$ cat config.mk
export PLATFORM = sky130hd
export DESIGN_NAME = mcf_main_control
export DESIGN_NICKNAME = d
export VERILOG_FILES = /design/src/shared/mcf_pkg.sv /design/src/mcf_main_control.sv /design/src/mcf_sync.sv
export SDC_FILE = /design/constraint.sdc
export NUM_CORES = 1
export LEC_CHECK = 0
export BUFFER_PORTS_ARGS = -buffer_cell sky130_fd_sc_hd__buf_4
export CAP_MARGIN = 20
export CORE_ASPECT_RATIO = 1.4
export CORE_MARGIN = 4
export CORE_UTILIZATION = 25
export CTS_CLUSTER_DIAMETER = 80
export DETAILED_ROUTE_END_ITERATION = 12
export PLACE_DENSITY_LB_ADDON = 0.3
export SLEW_MARGIN = 25
export SYNTH_ARGS = -nofsm -noshare
export SYNTH_HDL_FRONTEND = slang
export SYNTH_SLANG_ARGS = --single-unit
$ cat constraint.sdc
create_clock -name core_clk -period 3.3 [get_ports core_clk]
set_input_delay 0 -clock core_clk [delete_from_list [all_inputs] [get_ports core_clk]]
set_output_delay 0 -clock core_clk [all_outputs]
set_load 0.01 [all_outputs]
$ cat src/shared/mcf_pkg.sv
package mcf_pkg;

    // ----------------------------------------------------------------
    // Register map on the host serial port
    // ----------------------------------------------------------------
    localparam int          ADDR_W                 = 24;           // Address field of a frame
    localparam int          DATA_W                 = 32;           // Data field of a frame
    localparam int          CMD_W                  = 8;            // Command field of a frame
    localparam logic [23:0] OFS_MAIN_STATE_SELECT  = 24'h01_0604;  // Operating-mode register
    localparam logic [23:0] OFS_PASSWORD           = 24'h01_0608;  // Password entry / unlock status
    localparam logic [23:0] OFS_CONFIG             = 24'h01_060c;  // Protected configuration word
    localparam logic [31:0] MAIN_SEL_RESET         = 32'h0000_0000; // Select register after reset
    localparam logic [31:0] READ_ZERO              = 32'h0000_0000; // Unmapped or hidden read value

    // ----------------------------------------------------------------
    // Frame layout: command, address, data, most significant bit first
    // ----------------------------------------------------------------
    localparam logic [7:0]  CMD_WRITE              = 8'h02;        // Register write command
    localparam logic [7:0]  CMD_READ               = 8'h03;        // Register read command
    localparam logic [5:0]  BIT_HDR_LAST           = 6'h1f;        // Last bit of command plus address
    localparam logic [5:0]  BIT_DATA_LAST          = 6'h3f;        // Last bit of data
    localparam logic [5:0]  BIT_STEP               = 6'h01;        // Bit counter increment

    // ----------------------------------------------------------------
    // Fields of the select register read value
    // ----------------------------------------------------------------
    localparam int          SEL_MODE_LSB           = 0;            // Last accepted mode code
    localparam int          SEL_STATE_LSB          = 8;            // Live main state
    localparam int          MODE_W                 = 4;            // Mode code width

    // ----------------------------------------------------------------
    // Operating-mode codes written by the host
    // ----------------------------------------------------------------
    localparam logic [3:0]  MODE_STANDBY           = 4'h0;
    localparam logic [3:0]  MODE_PROC_LINK         = 4'h1;
    localparam logic [3:0]  MODE_PROC_LINK_ALT     = 4'h2;
    localparam logic [3:0]  MODE_SYM_CIPHER        = 4'h3;
    localparam logic [3:0]  MODE_MEM_WRITE         = 4'h4;
    localparam logic [3:0]  MODE_MEM_READ          = 4'h5;
    localparam logic [3:0]  MODE_RANDOM            = 4'h6;
    localparam logic [3:0]  MODE_ROOT_SERIAL       = 4'h7;
    localparam logic [3:0]  MODE_KEY_UPDATE        = 4'h8;
    localparam logic [3:0]  MODE_ERASE             = 4'h9;
    localparam logic [3:0]  MODE_SLEEP             = 4'ha;

    // ----------------------------------------------------------------
    // Types
    // ----------------------------------------------------------------
    typedef enum logic [3:0] {
        state_idle,
        state_power_on_read,
        state_check_root_serial_flag,
        state_standby,
        state_processor_link,
        state_processor_link_alt,
        state_symmetric_cipher,
        state_memory_write,
        state_memory_read,
        state_random_generate,
        state_root_serial_generate,
        state_key_update,
        state_erase,
        state_sleep
    } mcf_state_t;

    typedef struct packed {
        logic sck;    // Serial clock, mode 0
        logic cs_n;   // Chip select, active low
        logic mosi;   // Host to device data
    } mcf_spi_pins_t;

    typedef struct packed {
        logic [31:0] password;   // Unlock word from nonvolatile memory
        logic [31:0] config_word; // Configuration word from nonvolatile memory
    } mcf_pon_data_t;

endpackage

$ cat src/mcf_main_control.sv
module mcf_main_control
    import mcf_pkg::*;
(
    input  wire logic          core_clk,
    input  wire logic          rst_n,
    input  wire logic          clk_en,
    input  wire mcf_spi_pins_t spi_pins,
    input  wire logic          wake_pin,
    input  wire logic          rs_check_skip_pin,
    input  wire logic          pon_done,
    input  wire mcf_pon_data_t pon_data,
    input  wire logic          rs_check_done,
    input  wire logic          func_done,
    output logic               miso_q,
    output logic               miso_oe_n_q,
    output logic               osc_enable_q,
    output logic               func_start_q,
    output logic               cipher_enable_q,
    output logic               proc_link_q,
    output logic               init_done_q,
    output mcf_state_t         state_q,
    output logic [31:0]        config_q
);

    // ----------------------------------------------------------------
    // Pin synchronisers
    // ----------------------------------------------------------------
    logic [4:0]  sync_q;          // Synchronised pins
    logic        sck_s;           // Serial clock
    logic        cs_n_s;          // Chip select, active low
    logic        mosi_s;          // Serial data in
    logic        wake_s;          // Wake request
    logic        skip_s;          // Root serial check bypass strap

    mcf_sync #(.W(5)) u_sync (
        .core_clk (core_clk),
        .rst_n    (rst_n),
        .clk_en   (clk_en),
        .d        ({spi_pins.sck, ~spi_pins.cs_n, spi_pins.mosi, wake_pin, rs_check_skip_pin}),
        .q        (sync_q)
    );

    assign sck_s  = sync_q[4];
    assign cs_n_s = ~sync_q[3];  // Select crosses active high, so a reset synchroniser reads deselected
    assign mosi_s = sync_q[2];
    assign wake_s = sync_q[1];
    assign skip_s = sync_q[0];

    // ----------------------------------------------------------------
    // Serial slave, clock mode 0
    // ----------------------------------------------------------------
    logic        sck_prev_q;      // Last sampled serial clock
    logic [5:0]  bit_cnt_q;       // Bit position in frame
    logic [31:0] in_shift_q;      // Incoming bits
    logic [31:0] in_next;         // Shift register after this bit
    logic [31:0] hdr_q;           // Command and address of frame
    logic [31:0] out_shift_q;     // Outgoing read data
    logic        sck_rise;        // Sample edge
    logic        sck_fall;        // Launch edge
    logic        hdr_done;        // Header complete on this edge
    logic        data_done;       // Data complete on this edge
    logic        wr_strobe;       // Register write this cycle
    logic        rd_load;         // Read data captured this cycle
    logic [23:0] rd_addr;         // Address of a read
    logic [31:0] read_data;       // Read multiplexer

    // Mode 0: sample on rising, shift out on falling edge
    assign sck_rise  = sck_s & ~sck_prev_q & ~cs_n_s;
    assign sck_fall  = ~sck_s & sck_prev_q & ~cs_n_s;
    assign in_next   = {in_shift_q[30:0], mosi_s};
    assign hdr_done  = sck_rise && (bit_cnt_q == BIT_HDR_LAST);
    assign data_done = sck_rise && (bit_cnt_q == BIT_DATA_LAST);
    assign wr_strobe = data_done && (hdr_q[31:24] == CMD_WRITE);
    assign rd_load   = hdr_done && (in_next[31:24] == CMD_READ);
    assign rd_addr   = in_next[23:0];

    // Edge detector and frame position
    always_ff @(posedge core_clk or negedge rst_n) begin
        if (!rst_n) begin
            sck_prev_q <= 1'b0;
            bit_cnt_q  <= '0;
            in_shift_q <= '0;
            hdr_q      <= '0;
        end else if (clk_en) begin
            sck_prev_q <= sck_s;
            if (cs_n_s) begin
                // Deselect aborts any partial frame
                bit_cnt_q <= '0;
            end else if (sck_rise) begin
                bit_cnt_q  <= bit_cnt_q + BIT_STEP;
                in_shift_q <= in_next;
            end
            if (hdr_done) begin
                hdr_q <= in_next;
            end
        end
    end

    // Output shifter; data line released while deselected
    always_ff @(posedge core_clk or negedge rst_n) begin
        if (!rst_n) begin
            out_shift_q <= '0;
            miso_q      <= 1'b0;
            miso_oe_n_q <= 1'b1;
        end else if (clk_en) begin
            miso_oe_n_q <= cs_n_s;
            if (cs_n_s) begin
                out_shift_q <= '0;
                miso_q      <= 1'b0;
            end else if (rd_load) begin
                out_shift_q <= read_data;
            end else if (sck_fall) begin
                miso_q      <= out_shift_q[31];
                out_shift_q <= {out_shift_q[30:0], 1'b0};
            end
        end
    end

    // ----------------------------------------------------------------
    // Registers
    // ----------------------------------------------------------------
    logic [3:0]  mode_sel_q;      // Last accepted mode code
    logic [31:0] password_q;      // Unlock word loaded at power-on
    logic        unlocked_q;      // Password accepted
    logic        skip_q;          // Strap caught while idle or in power-on read
    logic        sel_wr;          // Write to the select register
    logic        pw_wr;           // Write to the password register
    logic        cfg_wr;          // Write to the configuration register
    logic [3:0]  mode_wr;         // Mode code being written
    logic        mode_valid;      // Code names a function
    logic        host_held;       // State left only by the host
    logic        hw_func;         // State left by hardware
    logic        sel_accept;      // Mode write honoured
    mcf_state_t  mode_target;     // State named by the code
    mcf_state_t  state_d;         // Next main state

    assign sel_wr  = wr_strobe && (hdr_q[23:0] == OFS_MAIN_STATE_SELECT);
    assign pw_wr   = wr_strobe && (hdr_q[23:0] == OFS_PASSWORD);
    assign cfg_wr  = wr_strobe && (hdr_q[23:0] == OFS_CONFIG) && unlocked_q;
    assign mode_wr = in_next[MODE_W-1:0];

    // Host-held states wait for a standby write
    assign host_held = (state_q == state_processor_link) || (state_q == state_processor_link_alt) ||
                       (state_q == state_symmetric_cipher);
    assign hw_func   = (state_q == state_memory_write) || (state_q == state_memory_read) ||
                       (state_q == state_random_generate) || (state_q == state_root_serial_generate) ||
                       (state_q == state_key_update) || (state_q == state_erase);

    // Mode code decode; unknown codes are ignored
    assign mode_valid  = (mode_wr != MODE_STANDBY) && (mode_wr <= MODE_SLEEP);
    assign mode_target = (mode_wr == MODE_PROC_LINK)     ? state_processor_link :
                         (mode_wr == MODE_PROC_LINK_ALT) ? state_processor_link_alt :
                         (mode_wr == MODE_SYM_CIPHER)    ? state_symmetric_cipher :
                         (mode_wr == MODE_MEM_WRITE)     ? state_memory_write :
                         (mode_wr == MODE_MEM_READ)      ? state_memory_read :
                         (mode_wr == MODE_RANDOM)        ? state_random_generate :
                         (mode_wr == MODE_ROOT_SERIAL)   ? state_root_serial_generate :
                         (mode_wr == MODE_KEY_UPDATE)    ? state_key_update :
                         (mode_wr == MODE_ERASE)         ? state_erase :
                         (mode_wr == MODE_SLEEP)         ? state_sleep : state_standby;

    // Only standby takes a function; host-held states take standby
    assign sel_accept = sel_wr && (((state_q == state_standby) && mode_valid) ||
                                   (host_held && (mode_wr == MODE_STANDBY)));

    // Read multiplexer; configuration hidden while locked
    assign read_data = (rd_addr == OFS_MAIN_STATE_SELECT) ?
                           {20'h0_0000, state_q, 4'h0, mode_sel_q} :
                       (rd_addr == OFS_PASSWORD) ? {31'h0000_0000, unlocked_q} :
                       ((rd_addr == OFS_CONFIG) && unlocked_q) ? config_q : READ_ZERO;

    // Register storage and power-on load
    always_ff @(posedge core_clk or negedge rst_n) begin
        if (!rst_n) begin
            mode_sel_q <= MAIN_SEL_RESET[MODE_W-1:0];
            password_q <= '0;
            config_q   <= '0;
            unlocked_q <= 1'b0;
            skip_q     <= 1'b0;
        end else if (clk_en) begin
            if (sel_accept) begin
                mode_sel_q <= mode_wr;
            end
            if ((state_q == state_power_on_read) && pon_done) begin
                // Values come from nonvolatile memory, no host action
                password_q <= pon_data.password;
                config_q   <= pon_data.config_word;
                unlocked_q <= 1'b0;
            end else if (pw_wr) begin
                // A wrong word relocks, so guessing gains nothing
                unlocked_q <= (in_next == password_q);
            end else if (cfg_wr) begin
                config_q <= in_next;
            end
            if ((state_q == state_idle) || (state_q == state_power_on_read)) begin
                // Strap tracked until power-on read ends; its synchroniser needs two cycles after reset
                skip_q <= skip_s;
            end
        end
    end

    // ----------------------------------------------------------------
    // Main state machine
    // ----------------------------------------------------------------
    always_comb begin
        state_d = state_q;
        unique case (state_q)
            state_idle: begin
                state_d = state_power_on_read;
            end
            state_power_on_read: begin
                if (pon_done) begin
                    state_d = skip_q ? state_standby : state_check_root_serial_flag;
                end
            end
            state_check_root_serial_flag: begin
                if (rs_check_done) begin
                    state_d = state_standby;
                end
            end
            state_standby: begin
                if (sel_accept) begin
                    state_d = mode_target;
                end
            end
            state_processor_link, state_processor_link_alt, state_symmetric_cipher: begin
                if (sel_accept) begin
                    state_d = state_standby;
                end
            end
            state_memory_write, state_memory_read, state_random_generate,
            state_root_serial_generate, state_key_update, state_erase: begin
                if (func_done) begin
                    state_d = state_standby;
                end
            end
            state_sleep: begin
                if (wake_s) begin
                    state_d = state_idle;
                end
            end
            default: begin
                // Two spare codes recover through the initial sequence
                state_d = state_idle;
            end
        endcase
    end

    // State register and decoded controls
    always_ff @(posedge core_clk or negedge rst_n) begin
        if (!rst_n) begin
            state_q         <= state_idle;
            osc_enable_q    <= 1'b1;
            func_start_q    <= 1'b0;
            cipher_enable_q <= 1'b0;
            proc_link_q     <= 1'b0;
            init_done_q     <= 1'b0;
        end else if (clk_en) begin
            state_q         <= state_d;
            osc_enable_q    <= (state_d != state_sleep);
            func_start_q    <= (state_d != state_q) && (state_q == state_standby) &&
                               (state_d >= state_memory_write) && (state_d <= state_erase);
            cipher_enable_q <= (state_d == state_symmetric_cipher);
            proc_link_q     <= (state_d == state_processor_link) || (state_d == state_processor_link_alt);
            if (state_d == state_idle) begin
                init_done_q <= 1'b0;
            end else if (state_d == state_standby) begin
                init_done_q <= 1'b1;
            end
        end
    end
endmodule

$ cat src/mcf_sync.sv
module mcf_sync
    import mcf_pkg::*;
#(
    parameter int W = 1  // Number of independent bits
) (
    input  wire logic         core_clk,
    input  wire logic         rst_n,
    input  wire logic         clk_en,
    input  wire logic [W-1:0] d,
    output logic      [W-1:0] q
);

    // ----------------------------------------------------------------
    // Two-stage synchroniser
    // ----------------------------------------------------------------
    logic [W-1:0] meta_q;  // First stage, read only by q

    // First stage feeds the second and nothing else
    always_ff @(posedge core_clk or negedge rst_n) begin
        if (!rst_n) begin
            meta_q <= '0;
            q      <= '0;
        end else if (clk_en) begin
            meta_q <= d;
            q      <= meta_q;
        end
    end

endmodule

==> results.json, run 1 <==
{
  "drive_above_1_share": 0.262,
  "rows": 81,
  "seq_area_frac_synth": 0.543,
  "critPathKind": "reg2reg",
  "fmax_ghz": 0.368,
  "fin_tns_setup_ns": 0,
  "cts_tree": "yes",
  "synth_cell_type_count": 62,
  "fin_crit_ns": 2.72,
  "critical_path.max_fanout": 21,
  "ir_drop_mv": 0.320,
  "setup_violations": 0,
  "slowest_stage": "or3_1",
  "grt_pass1_vias": 7038,
  "final_hold_viol_count": 0,
  "die_area_um2": 38700,
  "area_growth_pct": 31.6,
  "synth_edf_count": 0,
  "yosysMostFrequentCell": "dfrtp_1",
  "synth_top_family_by_area": "multiplexers",
  "netlist_area_um2": 8900,
  "crit_buf_inv": 1,
  "cp_common_cell": "or3_1",
  "wl_um": 26200,
  "antenna_cells": 0,
  "start_util": 0.254,
  "clk_path_buf_depth": 2,
  "synth_top_area_share": 0.537,
  "drcViolationCount": 0,
  "synth-compound-area-share": 0.112,
  "grtUsageTotal": 0.138,
  "hold_class": "in2reg",
  "synth_top_area_cell": "dfrtp_1",
  "synth_ff_type": "dfrtp_1",
  "postCtsSetupBuffers": 0,
  "antenna_found_initial": 0,
  "numCtsBuffers": 17,
  "async_reset_ff_frac": 1.00,
  "crit_path_cell_trace": "ha_1, nand3_1, or3_1, or3_1, buf_4, a22oi_1, o21ai_0",
  "status": "complete, no violations",
  "ys_seq_elements": 193,
  "power.leakage_nw": 5.33,
  "drt.antenna.violating_nets": 0,
  "grt_pass1_wl_um": 41500,
  "maxCapViolations": 0,
  "pwr_density_cell_nw_per_um2": 642,
  "insertion_delay_ns": 0.45,
  "avgSynthCellArea_um2": 10.6,
  "firstDrtPassIters": 5,
  "portBuffers": 117,
  "critPathLaunchType": "flop",
  "clock-sinks": 193,
  "ioPinCount": 118,
  "gp_congestion": 0.788,
  "routed_via_density": 4.65,
  "htreeDepth": 4,
  "rsz0062_at_grt": "false",
  "synthCells": 841,
  "die_w_um": 167,
  "synth_nets": 917,
  "hpwl_um": 19200,
  "yosys.area_share.simple": 0.142,
  "synth_mux_area_frac": 0.143,
  "fin_hold_ws_ns": 0.0296,
  "synthXorXnorAreaFrac": 0.0335,
  "fill_cells": 3661,
  "chipHeight_um": 231,
  "path_clk_slew_ns": 0.08,
  "placed_area_um2": 10400,
  "tightest_slew_ns": 0.967,
  "cp.arrival_ns": 3.01,
  "overflow": 0,
  "cts_root_buffer": "clkbuf_16",
  "grt_max_degree": 103,
  "finalNetCount": 1097,
  "fin_skew_ns": 0.0126,
  "vias": 6930,
  "synth_fa_ha_area_frac": 0.00141,
  "synth_area_leaders": "dfrtp_1, mux2_2, nand2_1",
  "coreArea_um2": 35100,
  "slew_viol_final": 0,
  "total_power_mw": 7.52,
  "drtIter0Drc": 338,
  "maxSlewHeadroom": 0.355,
  "synth_common_cells": "dfrtp_1, nand2_1, mux2_2",
  "fin_crit_sh": 0.824,
  "worstPathRequired_ns": 3.59,
  "postLayoutCellArea_um2": 11700,
  "avgRoutedWirePerCell_um": 17.6,
  "crit_family": "simple AND/OR/NAND/NOR gates",
  "max_stage_delay_ns": 0.73,
  "cp-end-kind": "flop",
  "ys_warn_count": 0
}
placed cells by master (no fill, tap or decap), types with 3 or more instances in the layout:
cell type	count
xor2_1	29
a22oi_1	24
mux2_2	82
nand3_1	8
o21ai_0	52
nor4_1	17
a21oi_1	51
nand4_1	6
mux2i_1	35
nand2_1	149
clkbuf_16	17
a221o_1	7
o21a_1	3
nor2_1	51
nor2b_1	4
inv_6	4
xnor2_1	5
inv_1	5
nor3_1	5
inv_8	3
and3_1	3
o21ai_1	4
dfrtp_1	191
nor4b_1	4
dlygate4sd3_1	70
clkinv_8	3
nand2b_1	6
buf_4	141
power breakdown:
group / total, mW / leakage (nW) / switching, mW / internal, mW
clock network: 2.20 / 0.302 / 1.02 / 1.18
registers: 3.30 / 2.55 / 0.476 / 2.83
logic: 2.01 / 2.48 / 1.00 / 1.01
timing repair:
item | in CTS | in global routing
resized for setup | 0 | 0
hold buffers | 70 | 0
hold endpoints to repair | 126 | 0
cell families (layout without fill, tap and decap cells):
group / Yosys count / count (layout)
compound gates: 163 / 163
xor+xnor: 34 / 34
fa+ha+maj: 1 / 1
buf+inv: 57 / 250
flops: 193 / 193
mux: 117 / 117
simple gates: 276 / 276
worst reg2reg max path, delay by kind of cell, from the launching register on:
kind	cells	cell delay, ns
buf+inv	1	0.34
simple gates	3	1.32
flops	1	0.38
compound gates	2	0.34
fa+ha+maj	1	0.19
path summary, 6_finish.rpt:
path	startpoint	endpoint	slack, ns	depth (start not counted)
min reg2reg	out_shift_q[2]	out_shift_q[2]	0.48	2
max reg2reg	bit_cnt_q[0]	out_shift_q[30]	0.58	7
max in group asynchronous	rst_n	u_sync.meta_q[2]	2.25	3
min	clk_en	u_sync.meta_q[3]	0.03	2
min in group asynchronous	rst_n	config_q[23]	0.09	2
max	bit_cnt_q[0]	out_shift_q[30]	0.58	7
per-layer routing:
metal | wire length (µm) | up-vias | global-route usage | part of all wire
met2 | 13400 | 126 | 0.238 | 0.51
met5 | 0 | - | 0 | 0
li1 | - | 3327 | - | -
met1 | 11500 | 3450 | 0.176 | 0.44
met3 | 775 | 27 | 0.0201 | 0.030
met4 | 554 | 0 | 0.0477 | 0.021
flip-flops by register name, summed over array words and instances, names as in the netlist, 5 cells and up:
name and cells:
out_shift_q 32, bit_cnt_q 6, u_sync.meta_q 5, config_q 32, hdr_q 32, password_q 32
in_shift_q 31, u_sync.q 5
per-stage QoR:
| stage | util | cells | worst slack, ns |
|---|---|---|---|
| 2_1_floorplan | - | 841 | 0.878 |
| 3_3_place_gp | 0.296 | 1388 | 0.591 |
| 3_5_place_dp | 0.296 | 1388 | 0.566 |
| 4_1_cts | 0.334 | 1490 | 0.529 |
| 5_1_grt | 0.334 | 1490 | 0.431 |
| 6_report | 0.334 | 1490 | 0.580 |
layout make-up:
type                            instances  area [µm²]  share of cell area
Multi-Input combinational cell        591        3860               0.330
Inverter                                5        18.8             0.00160
Clock buffer                           18         439              0.0375
Sequential cell                       193        4830               0.413
Clock inverter                         14         193              0.0165
Timing Repair Buffer                  213        1790               0.153
Tap cell                              456         571              0.0487
Note: power is estimated with default switching activity, not from simulation.
==> run 2, diff against run 1 <==
- clock period: 3.3 -> 2.9 ns (I/O delays scaled with it)
==> run 2 against run 1 <==
Combinational power is 16% higher. Clock skew is 0.0023 ns lower. Critical path type unchanged. Final area is 0.59% higher. Critical endpoint is now func_start_q. Utilization is 0.20 points higher. Flip-flop and latch count stayed put. Sequential share of layout area is 0.24 points lower.
==> results.json, run 2 (synthesis gave the netlist of run 1 again) <==
{
  "coreArea_um2": 35100,
  "fill_cells": 3639,
  "crit_buf_inv": 0,
  "layout_commonest_cell": "dfrtp_1",
  "final_hold_viol_count": 0,
  "fin_skew_ns": 0.0103,
  "drive_above_1_share": 0.270,
  "hold_class": "in2async",
  "multi_input_area_um2": 3860,
  "crit_family": "simple AND/OR/NAND/NOR gates",
  "area_growth_pct": 32.4,
  "cts_resized": 0,
  "overflow": 0,
  "grtUsageTotal": 0.138,
  "postLayoutCellArea_um2": 11800,
  "firstDrtPassIters": 5,
  "hpwl_um": 19700,
  "path_clk_slew_ns": 0.07,
  "die_area_um2": 38700,
  "fin_hold_ws_ns": 0.115,
  "rsz0062_at_grt": "false",
  "chipHeight_um": 231,
  "power.leakage_nw": 5.37,
  "cp-end-kind": "flop",
  "rows": 81,
  "gp_congestion": 0.833,
  "critical_path.max_fanout": 5,
  "clk_path_buf_depth": 2,
  "drtIter0Drc": 368,
  "status": "complete, no violations",
  "die_w_um": 167,
  "fin_crit_sh": 0.930,
  "insertion_delay_ns": 0.45,
  "slowest_stage": "or4b_1",
  "placed_area_um2": 10500,
  "antenna_found_initial": 0,
  "worstPathRequired_ns": 3.29,
  "wl_um": 26700,
  "cts_root_buffer": "clkbuf_16",
  "antenna_cells": 0,
  "pwr_density_cell_nw_per_um2": 721,
  "setup_violations": 0,
  "fmax_ghz": 0.371,
  "cp.arrival_ns": 3.08,
  "layout_common_cells": "dfrtp_1, buf_4, nand2_1",
  "portBuffers": 117,
  "maxCapViolations": 0,
  "ir_drop_mv": 0.367,
  "slew_viol_final": 0,
  "grt_max_degree": 77,
  "critPathKind": "reg2reg",
  "drcViolationCount": 0,
  "dp_cells": 1399,
  "numCtsBuffers": 17,
  "finalNetCount": 1109,
  "instances_no_fill": 1502,
  "max_stage_delay_ns": 0.51,
  "htreeDepth": 4,
  "regArea_um2": 4830,
  "grt_pass1_vias": 7072,
  "vias": 6932,
  "critPathLaunchType": "flop",
  "grt_pass1_wl_um": 41700,
  "start_util": 0.254,
  "fin_tns_setup_ns": 0,
  "cts_tree": "yes",
  "crit_path_cell_trace": "nor4_1, nand4_1, a211o_1, nor2_1, mux2_2, or4b_1, nand3_1",
  "ioPinCount": 118,
  "maxSlewHeadroom": 0.494,
  "fin_crit_ns": 2.70,
  "drt.antenna.violating_nets": 0,
  "fin_util": 0.336,
  "clock-sinks": 193,
  "routed_via_density": 4.62,
  "tightest_slew_ns": 0.751,
  "avgRoutedWirePerCell_um": 17.8
}
## run 2: report_power, final
part	total, mW	switching [mW]	internal (mW)
Combinational	2.33	1.16	1.18
Clock	2.37	1.14	1.24
Sequential	3.79	0.568	3.22
## run 2: metal layers
metal  share of wire  track usage  wire length, µm
met2            0.51        0.244            13700
met3           0.033       0.0220              879
met5               0            0                0
met1            0.43        0.171            11500
met4           0.023       0.0495              624
## run 2: metrics by stage
step	total power, mW	worst slack (ns)
after floorplan	4.95	0.478
after global placement	6.09	0.222
after detailed placement	6.13	0.196
after CTS	8.61	0.174
after global routing	8.96	0.0446
final	8.50	0.203
## run 2: final timing paths
kind	from	end	slack, ns	cells after the start
max	hdr_q[27]	func_start_q	0.20	7
min	rst_n	password_q[28]	0.12	2
max reg2reg	hdr_q[27]	func_start_q	0.20	7
min reg2reg	out_shift_q[10]	out_shift_q[10]	0.48	2
max in group asynchronous	rst_n	osc_enable_q	1.76	3
min in group core_clk	rs_check_done	init_done_q	0.18	6
## run 2: area by class of cell
| class | count | share of cell area |
|---|---|---|
| Multi-Input combinational cell | 591 | 0.328 |
| Inverter | 5 | 0.00159 |
| Clock inverter | 14 | 0.0122 |
| Timing Repair Buffer | 225 | 0.162 |
| Tap cell | 456 | 0.0484 |
| Clock buffer | 18 | 0.0373 |
| Sequential cell | 193 | 0.410 |
## run 2: timing repair
action / 4_1_cts / 5_1_grt
hold buffers: 71 / 0
setup buffers: 0 / 0
hold endpoints to repair: 143 / 0
